<file path="src/design/static_mem_ctrl_pkg.sv">
// Purpose: Constants, types and field helpers of the static memory timing engine
// Assumes: 32-bit register words, eight chip selects, 26-bit external address
// Notes: Every field position, offset and reset value lives here
package static_mem_ctrl_pkg;

  // ----
  // Sizes
  // ----
  localparam int CS_COUNT = 8; // Chip selects served
  localparam int CS_W = 3; // Chip select index width
  localparam int ADDR_W = 26; // External address width
  localparam int REG_AW = 8; // Register port address width
  localparam int LEN_W = 11; // Widest length count
  localparam int FLOAT_W = 5; // Float counter width

  typedef logic [LEN_W-1:0] len_t; // Cycle counts

  // ----
  // Register map
  // ----
  localparam logic [3:0] OFS_SETUP = 4'h0; // Setup lengths
  localparam logic [3:0] OFS_PULSE = 4'h4; // Strobe pulse lengths
  localparam logic [3:0] OFS_CYCLE = 4'h8; // Cycle lengths
  localparam logic [3:0] OFS_MODE = 4'hC; // Chip select mode
  localparam logic [REG_AW-1:0] OFS_STATUS = 8'h80; // Engine status, end of config space
  localparam int CS_SEL_LO = 4; // Chip select index in address
  localparam logic [31:0] RST_SETUP = 32'h00000000;
  localparam logic [31:0] RST_PULSE = 32'h01010101;
  localparam logic [31:0] RST_CYCLE = 32'h00010001;
  localparam logic [31:0] RST_MODE = 32'h10001000;
  localparam logic [31:0] MASK_SETUP = 32'h3F3F3F3F; // Writable bits
  localparam logic [31:0] MASK_PULSE = 32'h7F7F7F7F;
  localparam logic [31:0] MASK_CYCLE = 32'h01FF01FF;
  localparam logic [31:0] MASK_MODE = 32'h311F3133;

  // ----
  // Field positions
  // ----
  localparam int FLD_WR_STROBE = 0; // In setup and pulse words
  localparam int FLD_WR_CS = 8;
  localparam int FLD_RD_STROBE = 16;
  localparam int FLD_RD_CS = 24;
  localparam int FLD_WR_CYC = 0; // In cycle word
  localparam int FLD_RD_CYC = 16;
  localparam int MODE_RD_CTL = 0; // Mode word bits
  localparam int MODE_WR_CTL = 1;
  localparam int MODE_WAIT = 4;
  localparam int MODE_BAT = 8;
  localparam int MODE_DBW = 12;
  localparam int MODE_TDF = 16;
  localparam int MODE_TDF_OPT = 20;
  localparam int MODE_PAGE_ENABLE = 24;
  localparam int MODE_PS = 28;
  localparam int STAT_BUSY = 0; // Status word bits
  localparam int STAT_FLOAT = 1;
  localparam int STAT_PAGE = 2;
  localparam int STAT_WAIT = 3;
  localparam int PAGE_SHIFT_MIN = 2; // Smallest page is four bytes

  localparam len_t SETUP_HI_MUL = 11'h080; // Weight of setup top bit
  localparam len_t PULSE_HI_MUL = 11'h100; // Weight of pulse top bit
  localparam len_t CYCLE_HI_MUL = 11'h100; // Weight of cycle top bits

  // ----
  // Enumerations
  // ----
  typedef enum logic [1:0] {
    WAIT_OFF = 2'h0,
    WAIT_RSVD = 2'h1,
    WAIT_FROZEN = 2'h2,
    WAIT_READY = 2'h3
  } wait_behaviour_e;

  typedef enum logic [1:0] {
    DBW_8 = 2'h0,
    DBW_16 = 2'h1,
    DBW_32 = 2'h2,
    DBW_RSVD = 2'h3
  } bus_width_sel_e;

  typedef enum logic [2:0] {
    ST_IDLE = 3'h1,
    ST_ACCESS = 3'h2,
    ST_DONE = 3'h4
  } engine_state_e;

  // ----
  // Carriers
  // ----
  typedef struct packed {
    logic [31:0] setup;
    logic [31:0] pulse;
    logic [31:0] cycle;
    logic [31:0] mode;
  } cs_cfg_s;

  typedef struct packed {
    logic write; // 1 write, 0 read
    logic [CS_W-1:0] cs; // Target chip select
    logic [ADDR_W-1:0] addr; // Byte address
    logic [3:0] be; // Byte lanes wanted
  } mem_req_s;

  typedef struct packed {
    engine_state_e state;
    len_t cnt;
    mem_req_s cur;
    logic cur_page;
    logic page_hit;
    logic page_open;
    logic [CS_W-1:0] page_cs;
    logic [ADDR_W-1:0] page_addr;
    logic [FLOAT_W-1:0] float_cnt;
    logic [CS_W-1:0] float_cs;
    logic float_opt;
    logic ctl_lo;
    logic w1;
    logic w2;
    logic w3;
    logic wait_f;
    logic [CS_COUNT-1:0] cs_n;
    logic rd_n;
    logic wr_n;
    logic [3:0] bwr_n;
    logic [3:0] bsel_n;
    logic done;
    logic busy;
    logic [31:0] rdata;
    cs_cfg_s [CS_COUNT-1:0] staged;
    cs_cfg_s [CS_COUNT-1:0] active;
  } ctrl_state_s;

  // ----
  // Length decoders
  // ----
  function automatic len_t setup_len(input logic [5:0] f);
    return f[5] ? len_t'(SETUP_HI_MUL + len_t'(f[4:0])) : len_t'(f[4:0]);
  endfunction

  function automatic len_t pulse_len(input logic [6:0] f);
    return f[6] ? len_t'(PULSE_HI_MUL + len_t'(f[5:0])) : len_t'(f[5:0]);
  endfunction

  function automatic len_t cycle_len(input logic [8:0] f);
    return len_t'(len_t'(f[8:7]) * CYCLE_HI_MUL + len_t'(f[6:0]));
  endfunction

endpackage

</file>
<file path="src/design/static_mem_timing_ctrl.sv">
// Purpose: Timing and mode engine driving external static memory strobes
// Assumes: One access at a time; request held until the done pulse
// Notes: Registers are staged and applied per chip select on a mode write
//
// Contract
// Write strobe pulse from its pulse field
// Write chip select pulse from its field
// Standard read strobe pulse from its field
// Page reads: later accesses use strobe pulse
// Standard read chip select pulse from field
// Page reads: first access uses cs pulse
// Write cycle total from write cycle field
// Read cycle total from read cycle field
// Read control bit picks read controlling signal
// Write control bit picks write controlling signal
// Wait sampled only in controlling pulse
// Wait mode: off, reserved, frozen, ready
// Frozen: wait suspends then resumes cycle
// Ready: wait low at pulse end extends
// Byte write type uses per-byte write strobes
// Byte select type uses byte select lanes
// Bus width field; byte type wide only
// Float cycles plus one block other selects
// Float optimize overlaps next access setup
// Page enable selects page burst reads
// Page size field sets page length
// Setup lengths from their setup fields
// New page or select forces long access
// Page reads hold strobe and select low
// New timing applies on mode write
// Hold is remainder, values never checked
//
// Chosen here: the address map and strobed register access.
module static_mem_timing_ctrl
  import static_mem_ctrl_pkg::*;
(
  input wire logic MCLK, // System clock
  input wire logic RESET_N, // Asynchronous reset, low active
  input wire logic [REG_AW-1:0] REG_ADDR, // Register byte address
  input wire logic [31:0] REG_WDATA, // Register write data
  input wire logic REG_WR, // Register write strobe
  input wire logic REG_RD, // Register read strobe
  output logic [31:0] REG_RDATA, // Read data, cycle after strobe
  input wire logic REQ_VALID, // Access wanted, held until done
  input wire mem_req_s REQ, // Access description
  output logic DONE, // Access finished pulse
  output logic BUSY, // Engine not idle
  input wire logic EXT_WAIT_N, // External wait, low stalls
  output logic [CS_COUNT-1:0] CHIP_SELECT_N, // Chip selects, low active
  output logic READ_STROBE_N, // Read strobe, low active
  output logic WRITE_STROBE_N, // Write strobe, low active
  output logic [3:0] BYTE_WRITE_STROBE_N, // Per-byte write strobes
  output logic [3:0] BYTE_SELECT_N // Byte select lanes
);

  // ----
  // Reset release
  // ----
  logic [1:0] rst_sync_r; // Release chain
  logic rst_n; // Synchronous copy of reset

  // Release synchronised so all flops leave reset together
  always_ff @(posedge MCLK or negedge RESET_N)
  begin
    if (!RESET_N)
    begin
      rst_sync_r <= 2'h0;
    end
    else
    begin
      rst_sync_r <= {rst_sync_r[0], 1'b1};
    end
  end

  assign rst_n = rst_sync_r[1];

  // ----
  // State
  // ----
  ctrl_state_s s_r; // Whole engine state
  ctrl_state_s s_nxt; // Next state

  // Phase test: low while setup <= cnt < setup + pulse
  function automatic logic in_phase(input len_t cnt, input len_t setup, input len_t pulse);
    return (cnt >= setup) && (len_t'(cnt - setup) < pulse);
  endfunction

  // Page number of an address for a page size code
  function automatic logic [ADDR_W-1:0] page_tag(input logic [ADDR_W-1:0] a, input logic [1:0] ps);
    return a >> (PAGE_SHIFT_MIN + int'(ps));
  endfunction

  // ----
  // Next-state logic
  // ----
  always_comb
  begin
    logic [CS_W-1:0] reg_cs;
    logic [3:0] reg_sel;
    logic cfg_hit;
    cs_cfg_s rq;
    cs_cfg_s c;
    len_t rq_setup;
    len_t ctl_set;
    len_t ctl_pul;
    len_t total;
    logic allow;
    logic in_pulse;
    logic last_pulse;
    logic hold;
    wait_behaviour_e wm;
    bus_width_sel_e bus_width_sel;
    logic wide;
    logic byte_access_type;
    logic [3:0] lanes;
    logic cs_lo;
    logic rd_lo;
    logic wr_lo;
    logic ctl_now;
    s_nxt = s_r;
    reg_cs = REG_ADDR[CS_SEL_LO +: CS_W];
    reg_sel = REG_ADDR[3:0];
    cfg_hit = REG_ADDR < OFS_STATUS;
    rq = s_r.active[REQ.cs];
    c = s_r.active[s_r.cur.cs];
    rq_setup = '0;
    ctl_set = '0;
    ctl_pul = '0;
    total = '0;
    allow = 1'b0;
    in_pulse = 1'b0;
    last_pulse = 1'b0;
    hold = 1'b0;
    wm = WAIT_OFF;
    cs_lo = 1'b0;
    rd_lo = 1'b0;
    wr_lo = 1'b0;
    bus_width_sel = DBW_8;
    wide = 1'b0;
    byte_access_type = 1'b0;
    lanes = 4'h0;
    ctl_now = 1'b0;
    s_nxt.rdata = '0; // Data stands for one cycle only

    // Wait input: three flops, accepted once the last two agree
    s_nxt.w1 = EXT_WAIT_N;
    s_nxt.w2 = s_r.w1;
    s_nxt.w3 = s_r.w2;
    if (s_r.w2 == s_r.w3)
    begin
      s_nxt.wait_f = s_r.w3;
    end

    // Register writes land in the staged copy
    if (REG_WR && cfg_hit)
    begin
      unique case (reg_sel)
        OFS_SETUP: s_nxt.staged[reg_cs].setup = REG_WDATA & MASK_SETUP;
        OFS_PULSE: s_nxt.staged[reg_cs].pulse = REG_WDATA & MASK_PULSE;
        OFS_CYCLE: s_nxt.staged[reg_cs].cycle = REG_WDATA & MASK_CYCLE;
        OFS_MODE:
        begin
          // Mode write commits the whole set of this select
          s_nxt.staged[reg_cs].mode = REG_WDATA & MASK_MODE;
          s_nxt.active[reg_cs] = s_nxt.staged[reg_cs];
        end
        default: ; // Unaligned: ignored
      endcase
    end

    // Register reads, zero for anything unmapped
    if (REG_RD && cfg_hit)
    begin
      unique case (reg_sel)
        OFS_SETUP: s_nxt.rdata = s_r.staged[reg_cs].setup;
        OFS_PULSE: s_nxt.rdata = s_r.staged[reg_cs].pulse;
        OFS_CYCLE: s_nxt.rdata = s_r.staged[reg_cs].cycle;
        OFS_MODE: s_nxt.rdata = s_r.staged[reg_cs].mode;
        default: s_nxt.rdata = '0;
      endcase
    end
    else if (REG_RD && REG_ADDR == OFS_STATUS)
    begin
      s_nxt.rdata[STAT_BUSY] = s_r.busy;
      s_nxt.rdata[STAT_FLOAT] = s_r.float_cnt != '0;
      s_nxt.rdata[STAT_PAGE] = s_r.page_open;
      s_nxt.rdata[STAT_WAIT] = s_r.wait_f;
    end

    // Float period runs down every cycle
    if (s_r.float_cnt != '0)
    begin
      s_nxt.float_cnt = FLOAT_W'(s_r.float_cnt - 1'b1);
    end

    // Setup of the next request's controlling signal
    if (REQ.write)
    begin
      rq_setup = rq.mode[MODE_WR_CTL] ? setup_len(rq.setup[FLD_WR_STROBE +: 6])
                                      : setup_len(rq.setup[FLD_WR_CS +: 6]);
    end
    else
    begin
      rq_setup = rq.mode[MODE_RD_CTL] ? setup_len(rq.setup[FLD_RD_STROBE +: 6])
                                      : setup_len(rq.setup[FLD_RD_CS +: 6]);
    end

    // Another select waits out the float, or overlaps it with setup
    allow = (s_r.float_cnt == '0) || (s_r.float_cs == REQ.cs)
         || (s_r.float_opt && len_t'(s_r.float_cnt) <= rq_setup);

    // Controlling signal of the running access
    if (s_r.cur.write)
    begin
      ctl_set = c.mode[MODE_WR_CTL] ? setup_len(c.setup[FLD_WR_STROBE +: 6])
                                    : setup_len(c.setup[FLD_WR_CS +: 6]);
      ctl_pul = c.mode[MODE_WR_CTL] ? pulse_len(c.pulse[FLD_WR_STROBE +: 7])
                                    : pulse_len(c.pulse[FLD_WR_CS +: 7]);
      total = cycle_len(c.cycle[FLD_WR_CYC +: 9]);
    end
    else
    begin
      ctl_set = c.mode[MODE_RD_CTL] ? setup_len(c.setup[FLD_RD_STROBE +: 6])
                                    : setup_len(c.setup[FLD_RD_CS +: 6]);
      ctl_pul = c.mode[MODE_RD_CTL] ? pulse_len(c.pulse[FLD_RD_STROBE +: 7])
                                    : pulse_len(c.pulse[FLD_RD_CS +: 7]);
      total = cycle_len(c.cycle[FLD_RD_CYC +: 9]);
    end

    // Page reads: length is the access time alone
    if (s_r.cur_page)
    begin
      total = s_r.page_hit ? pulse_len(c.pulse[FLD_RD_STROBE +: 7])
                           : pulse_len(c.pulse[FLD_RD_CS +: 7]);
    end

    // Wait is looked at only inside the controlling pulse
    in_pulse = in_phase(s_r.cnt, ctl_set, ctl_pul);
    last_pulse = len_t'(s_r.cnt + 1'b1) == len_t'(ctl_set + ctl_pul);
    wm = wait_behaviour_e'(c.mode[MODE_WAIT +: 2]);
    // Page mode and wait do not mix; wait is ignored there
    hold = !s_r.cur_page && !s_r.wait_f
        && ((wm == WAIT_FROZEN && in_pulse)
         || (wm == WAIT_READY && last_pulse));

    // ----
    // Sequencer
    // ----
    unique case (s_r.state)
      ST_IDLE:
      begin
        if (REQ_VALID && allow)
        begin
          // Latch the access and judge the page
          s_nxt.state = ST_ACCESS;
          s_nxt.cnt = '0;
          s_nxt.cur = REQ;
          s_nxt.cur_page = !REQ.write && rq.mode[MODE_PAGE_ENABLE];
          s_nxt.page_hit = s_nxt.cur_page && s_r.page_open
                        && s_r.page_cs == REQ.cs
                        && page_tag(REQ.addr, rq.mode[MODE_PS +: 2]) == s_r.page_addr;
          s_nxt.page_open = s_nxt.cur_page; // Any other access breaks the page
          s_nxt.page_cs = REQ.cs;
          s_nxt.page_addr = page_tag(REQ.addr, rq.mode[MODE_PS +: 2]);
        end
      end
      ST_ACCESS:
      begin
        // Frozen or extended: counter stops where it is
        if (!hold)
        begin
          if (len_t'(s_r.cnt + 1'b1) >= total)
          begin
            s_nxt.state = ST_DONE;
          end
          else
          begin
            s_nxt.cnt = len_t'(s_r.cnt + 1'b1);
          end
        end
      end
      ST_DONE:
      begin
        // One dead cycle lets the master drop its request
        s_nxt.state = ST_IDLE;
      end
      default:
      begin
        s_nxt.state = ST_IDLE; // Illegal code recovers
      end
    endcase

    // ----
    // Strobe generation from the next state
    // ----
    c = s_nxt.active[s_nxt.cur.cs];
    if (s_nxt.state == ST_ACCESS)
    begin
      if (s_nxt.cur_page)
      begin
        cs_lo = 1'b1;
        rd_lo = 1'b1;
      end
      else if (s_nxt.cur.write)
      begin
        cs_lo = in_phase(s_nxt.cnt, setup_len(c.setup[FLD_WR_CS +: 6]),
                         pulse_len(c.pulse[FLD_WR_CS +: 7]));
        wr_lo = in_phase(s_nxt.cnt, setup_len(c.setup[FLD_WR_STROBE +: 6]),
                         pulse_len(c.pulse[FLD_WR_STROBE +: 7]));
      end
      else
      begin
        cs_lo = in_phase(s_nxt.cnt, setup_len(c.setup[FLD_RD_CS +: 6]),
                         pulse_len(c.pulse[FLD_RD_CS +: 7]));
        rd_lo = in_phase(s_nxt.cnt, setup_len(c.setup[FLD_RD_STROBE +: 6]),
                         pulse_len(c.pulse[FLD_RD_STROBE +: 7]));
      end
    end

    // Lane use depends on width and byte access type
    bus_width_sel = bus_width_sel_e'(c.mode[MODE_DBW +: 2]);
    wide = (bus_width_sel == DBW_16) || (bus_width_sel == DBW_32);
    byte_access_type = c.mode[MODE_BAT] && wide;
    unique case (bus_width_sel)
      DBW_16: lanes = 4'h3;
      DBW_32: lanes = 4'hF;
      default: lanes = 4'h0; // Narrow or reserved: no lanes
    endcase
    lanes = lanes & s_nxt.cur.be;

    s_nxt.cs_n = '1;
    if (cs_lo)
    begin
      s_nxt.cs_n[s_nxt.cur.cs] = 1'b0;
    end
    s_nxt.rd_n = !rd_lo;
    s_nxt.wr_n = !(wr_lo && !byte_access_type);
    s_nxt.bwr_n = ~((wr_lo && byte_access_type) ? lanes : 4'h0);
    s_nxt.bsel_n = ~((cs_lo && wide && !byte_access_type) ? lanes : 4'h0);

    // Rising edge of read control starts the float period
    ctl_now = s_nxt.cur.write ? (c.mode[MODE_WR_CTL] ? wr_lo : cs_lo)
                              : (c.mode[MODE_RD_CTL] ? rd_lo : cs_lo);
    s_nxt.ctl_lo = ctl_now;
    if (!s_r.cur.write && s_r.ctl_lo && !ctl_now)
    begin
      c = s_r.active[s_r.cur.cs];
      s_nxt.float_cnt = FLOAT_W'(c.mode[MODE_TDF +: 4]) + 1'b1;
      s_nxt.float_cs = s_r.cur.cs;
      s_nxt.float_opt = c.mode[MODE_TDF_OPT];
    end

    s_nxt.done = s_nxt.state == ST_DONE;
    s_nxt.busy = s_nxt.state != ST_IDLE;
  end

  // ----
  // State register
  // ----
  // Reset loads documented register values and idle strobes
  always_ff @(posedge MCLK or negedge rst_n)
  begin
    if (!rst_n)
    begin
      s_r <= '0;
      s_r.state <= ST_IDLE;
      s_r.w1 <= 1'b1;
      s_r.w2 <= 1'b1;
      s_r.w3 <= 1'b1;
      s_r.wait_f <= 1'b1;
      s_r.cs_n <= '1;
      s_r.rd_n <= 1'b1;
      s_r.wr_n <= 1'b1;
      s_r.bwr_n <= 4'hF;
      s_r.bsel_n <= 4'hF;
      for (int i = 0; i < CS_COUNT; i++)
      begin
        s_r.staged[i] <= '{RST_SETUP, RST_PULSE, RST_CYCLE, RST_MODE};
        s_r.active[i] <= '{RST_SETUP, RST_PULSE, RST_CYCLE, RST_MODE};
      end
    end
    else
    begin
      s_r <= s_nxt;
    end
  end

  // ----
  // Outputs, all straight from flops
  // ----
  assign REG_RDATA = s_r.rdata;
  assign DONE = s_r.done;
  assign BUSY = s_r.busy;
  assign CHIP_SELECT_N = s_r.cs_n;
  assign READ_STROBE_N = s_r.rd_n;
  assign WRITE_STROBE_N = s_r.wr_n;
  assign BYTE_WRITE_STROBE_N = s_r.bwr_n;
  assign BYTE_SELECT_N = s_r.bsel_n;

endmodule // static_mem_timing_ctrl

</file>
<file path="config.mk">
export PLATFORM = sky130hd
export DESIGN_NAME = static_mem_timing_ctrl
export DESIGN_NICKNAME = d
export VERILOG_FILES = /design/src/design/static_mem_ctrl_pkg.sv /design/src/design/static_mem_timing_ctrl.sv
export SDC_FILE = /design/constraint.sdc
export NUM_CORES = 2
export LEC_CHECK = 0
export ABC_AREA = 1
export BUFFER_PORTS_ARGS = -buffer_cell sky130_fd_sc_hd__clkbuf_2
export CORE_MARGIN = 1.5
export CORE_UTILIZATION = 45
export DETAILED_ROUTE_END_ITERATION = 12
export HOLD_SLACK_MARGIN = 0.05
export PLACE_DENSITY_LB_ADDON = 0.1
export SLEW_MARGIN = 30
export SYNTH_ARGS = -nofsm -noshare
export SYNTH_HDL_FRONTEND = slang
export SYNTH_SLANG_ARGS = --single-unit
</file>
<file path="constraint.sdc">
create_clock -name MCLK -period 53 [get_ports MCLK]
set_input_delay 5.3 -clock MCLK [delete_from_list [all_inputs] [get_ports MCLK]]
set_output_delay 5.3 -clock MCLK [all_outputs]
set_load 0.02 [all_outputs]
</file>
==> flow_metrics.py <==
metrics = {
    "worst_hold_path": {
        "hp-class": "flop to async pin",
    },
    "pwr": {
        "power_mw": 5.02,
        "ir_drop_mv": 0.0377,
        "power_density_mw_per_mm2": 51.0,
        "p_leak_nw": 48.3,
    },
    "setup_path": {
        "cp-start-kind": "input pin",
        "cp.required_ns": 53.79,
        "crit_path_max_fanout": 36,
        "critPathMaxStageDelay_ns": 0.73,
        "crit_slowest_cell": "o21ai_0",
        "rrSetupSlack_ns": 41.57,
        "path_class": "input pin to flop",
        "critical_path_arrival_ns": 17.23,
        "critPathMostFrequentCell": "nand2_1",
        "end_kind": "flop",
    },
    "detailed_routing": {
        "vias": 79600,
        "drt-initial-drc-count": 10600,
        "wirelength_um": 361000,
        "route.detailed.drc": 0,
        "viasPerCell": 5.93,
        "ant_nets": 0,
        "avgRoutedWirePerCell_um": 26.9,
        "drt_pass1_iterations": 9,
    },
    "global_route": {
        "grt_max_degree": 165,
        "met2_usage": 0.528,
        "grt_most_used_layer": "met2",
        "grt_pass1_vias": 75700,
        "grtUsageMet3": 0.0860,
        "met1_usage": 0.482,
        "grt_pass1_wl_um": 523000,
        "antenna_found_initial": 18,
        "grt_usage": 0.358,
        "grt-ovfl-total": 0,
    },
    "flow_run": {
        "maxCapViolCount": 0,
    },
    "placement": {
        "place_congestion": 0.939,
        "dp_hpwl_um": 227000,
        "io_buffers": 127,
    },
    "die": {
        "io_pins": 132,
        "die_y_um": 447,
        "core-area_mm2": 0.195,
        "die_w_um": 447,
        "initial_core_util": 0.453,
        "dieArea_mm2": 0.199,
        "placementRows": 162,
    },
    "outcome": {
        "status": "finished, final reports clean",
    },
    "clocking": {
        "clk_latency_ns": 0.92,
        "h-tree-depth": 4,
        "post_cts_buffers": 0,
        "path_clk_slew_ns": 0.06,
        "cts.sinks": 1824,
        "cts.hold.buffers_added": 0,
        "root_buffer": "clkbuf_16",
        "cts_resized": 0,
        "cts_tree": "yes",
        "cts_buffers": 202,
        "cts_buffer_depth": 3,
    },
    "yosys": {
        "avgSynthCellArea_um2": 8.16,
        "syn_nets": 11000,
        "syn_area_mm2": 0.0885,
        "syn_inst": 10800,
        "ys_ff_latch": 1824,
        "synth_flop_cell": "dfrtp_1",
        "synth_edf_count": 0,
        "async_flop_share": 1.00,
        "yosys.cell_types.count": 67,
        "synth-warning-count": 0,
        "yosysSeqAreaShare": 0.518,
    },
    "sta": {
        "fin_tns_setup_ns": 0,
        "setup_violations": 0,
        "timing.fmax_ghz": 0.0608,
        "fin_crit_sh": 0.310,
        "drv_slew": 0,
        "clock_skew_ns": 0.0778,
        "rsz0062_at_grt": "no",
        "hold_viol": 0,
        "period_minus_slack_ns": 16.44,
        "slew_headroom": 0.262,
        "tightestPinTransition_ns": 1.10,
    },
    "final_layout": {
        "n_fill_cell": 18600,
        "drive_gt1_frac": 0.0921,
        "final_cell_mix": "nand2_1 (2293), dfrtp_1 (1669), o21ai_0 (1386)",
        "nets": 10800,
        "area_growth_pct": 11.3,
        "final_common_cell": "nand2_1",
    },
}
## cells by family (layout without fill, tap and decap cells)
logic type | after synthesis | in the layout | share of synthesized area
simple gates | 3633 | 3633 | 0.164
compound gates | 3085 | 3085 | 0.203
buf+inv | 2134 | 2082 | 0.0941
flops | 1824 | 1824 | 0.518
fa+ha+maj | 90 | 90 | 0.0132
xor+xnor | 65 | 65 | 0.00643
mux | 9 | 9 | 0.00103
other cells | 1 | 9 | 0.0000424
## worst max-delay path: cells and delay by family
family / cells / cell delay, ns
xor+xnor: 1 / 0.16
compound gates: 10 / 2.19
buf+inv: 12 / 3.24
simple gates: 28 / 5.32
fa+ha+maj: 4 / 0.84
## stage by stage
stage | hold WS [ns] | instance area [µm²] | std cells | setup WS [ns] | util
global placement | 0.333 | 91200 | 13000 | 36.03 | 0.467
finish | 0.330 | 98500 | 13400 | 36.56 | 0.505
floorplan | 0.331 | 88500 | 10800 | 23.61 | -
detailed placement | 0.336 | 91300 | 13000 | 36.01 | 0.468
global route | 0.351 | 98500 | 13400 | 36.11 | 0.505
CTS | 0.349 | 98300 | 13400 | 36.95 | 0.504
## flip-flops by register name, summed over array words and instances, names as in the netlist, 2 cells and up
register             flops
s_r                   1768
REG_RDATA               32
BYTE_SELECT_N            4
BYTE_WRITE_STROBE_N      4
s_nxt                    2
CHIP_SELECT_N            8
rst_sync_r               2
## cells in the mapped netlist, types with 9 or more instances
library cell  number  area (µm²)
nand2_1         2307        8660
o2111ai_1         30         263
nand3_1          291        1460
xnor2_1           21         184
o21a_1            91         683
or2_2             21         131
xor2_1            44         385
inv_2             16        60.1
nand4_1           54         338
a221oi_1         128        1120
dfrtp_1         1673       41900
o22ai_1          524        3280
a21boi_0          15         113
o21bai_1           9        67.6
nor3_1            19        95.1
a31oi_1           31         194
nand2_2            9        56.3
dfstp_2          151        3970
o211ai_1          83         623
o221ai_1          14         123
buf_1            117         439
nor2_1           860        3230
clkinv_1          14        52.6
a41oi_1           13         114
clkbuf_1         559        2100
ha_1              83        1040
o21ai_0         1386        6940
o41ai_1           38         333
a21oi_1          550        2750
a22oi_1           94         706
buf_4             60         450
inv_1           1324        4970
a22o_1            11        96.3
buf_2             38         190
o31ai_1           11        82.6
a211oi_1          12        90.1
or4_1             37         278
## final timing paths
path / start / endpoint / cells past startpoint
min in group MCLK: rst_sync_r[0]$_DFF_PN0_ / rst_sync_r[1]$_DFF_PN0_ / 0
hold / removal: rst_sync_r[1]$_DFF_PN0_ / s_r[77]$_DFF_PN0_ / 0
setup / recovery: REQ[31] / s_r[2110]$_DFFE_PN0P_ / 55
max in group asynchronous: rst_sync_r[1]$_DFF_PN0_ / s_r[822]$_DFFE_PN0P_ / 6
setup reg to reg: s_r[0]$_DFF_PN0_ / s_r[2110]$_DFFE_PN0P_ / 52
hold reg to reg: rst_sync_r[1]$_DFF_PN0_ / s_r[77]$_DFF_PN0_ / 0
## cell type report
type	instances	area (µm²)	area share
Timing Repair Buffer	347	2520	0.0256
Clock inverter	61	757	0.00768
Multi-Input combinational cell	6883	34800	0.353
Clock buffer	320	6200	0.0629
Antenna cell	8	20.0	0.000203
Inverter	1354	5120	0.0520
Sequential cell	1824	45800	0.465
Tap cell	2624	3280	0.0333
## where the power goes
group | switching [mW] | total (mW) | leakage, nW | internal, mW
sequential | 0.0855 | 1.61 | 21.0 | 1.53
clock | 0.621 | 1.47 | 3.44 | 0.853
combinational | 1.36 | 1.94 | 23.8 | 0.574
## layer usage
metal	routed length, µm	up-vias
met1	146000	39200
met5	41	-
li1	-	35500
met4	22000	6
met2	155000	4175
met3	37400	786
(Power assumes the default switching activity.)
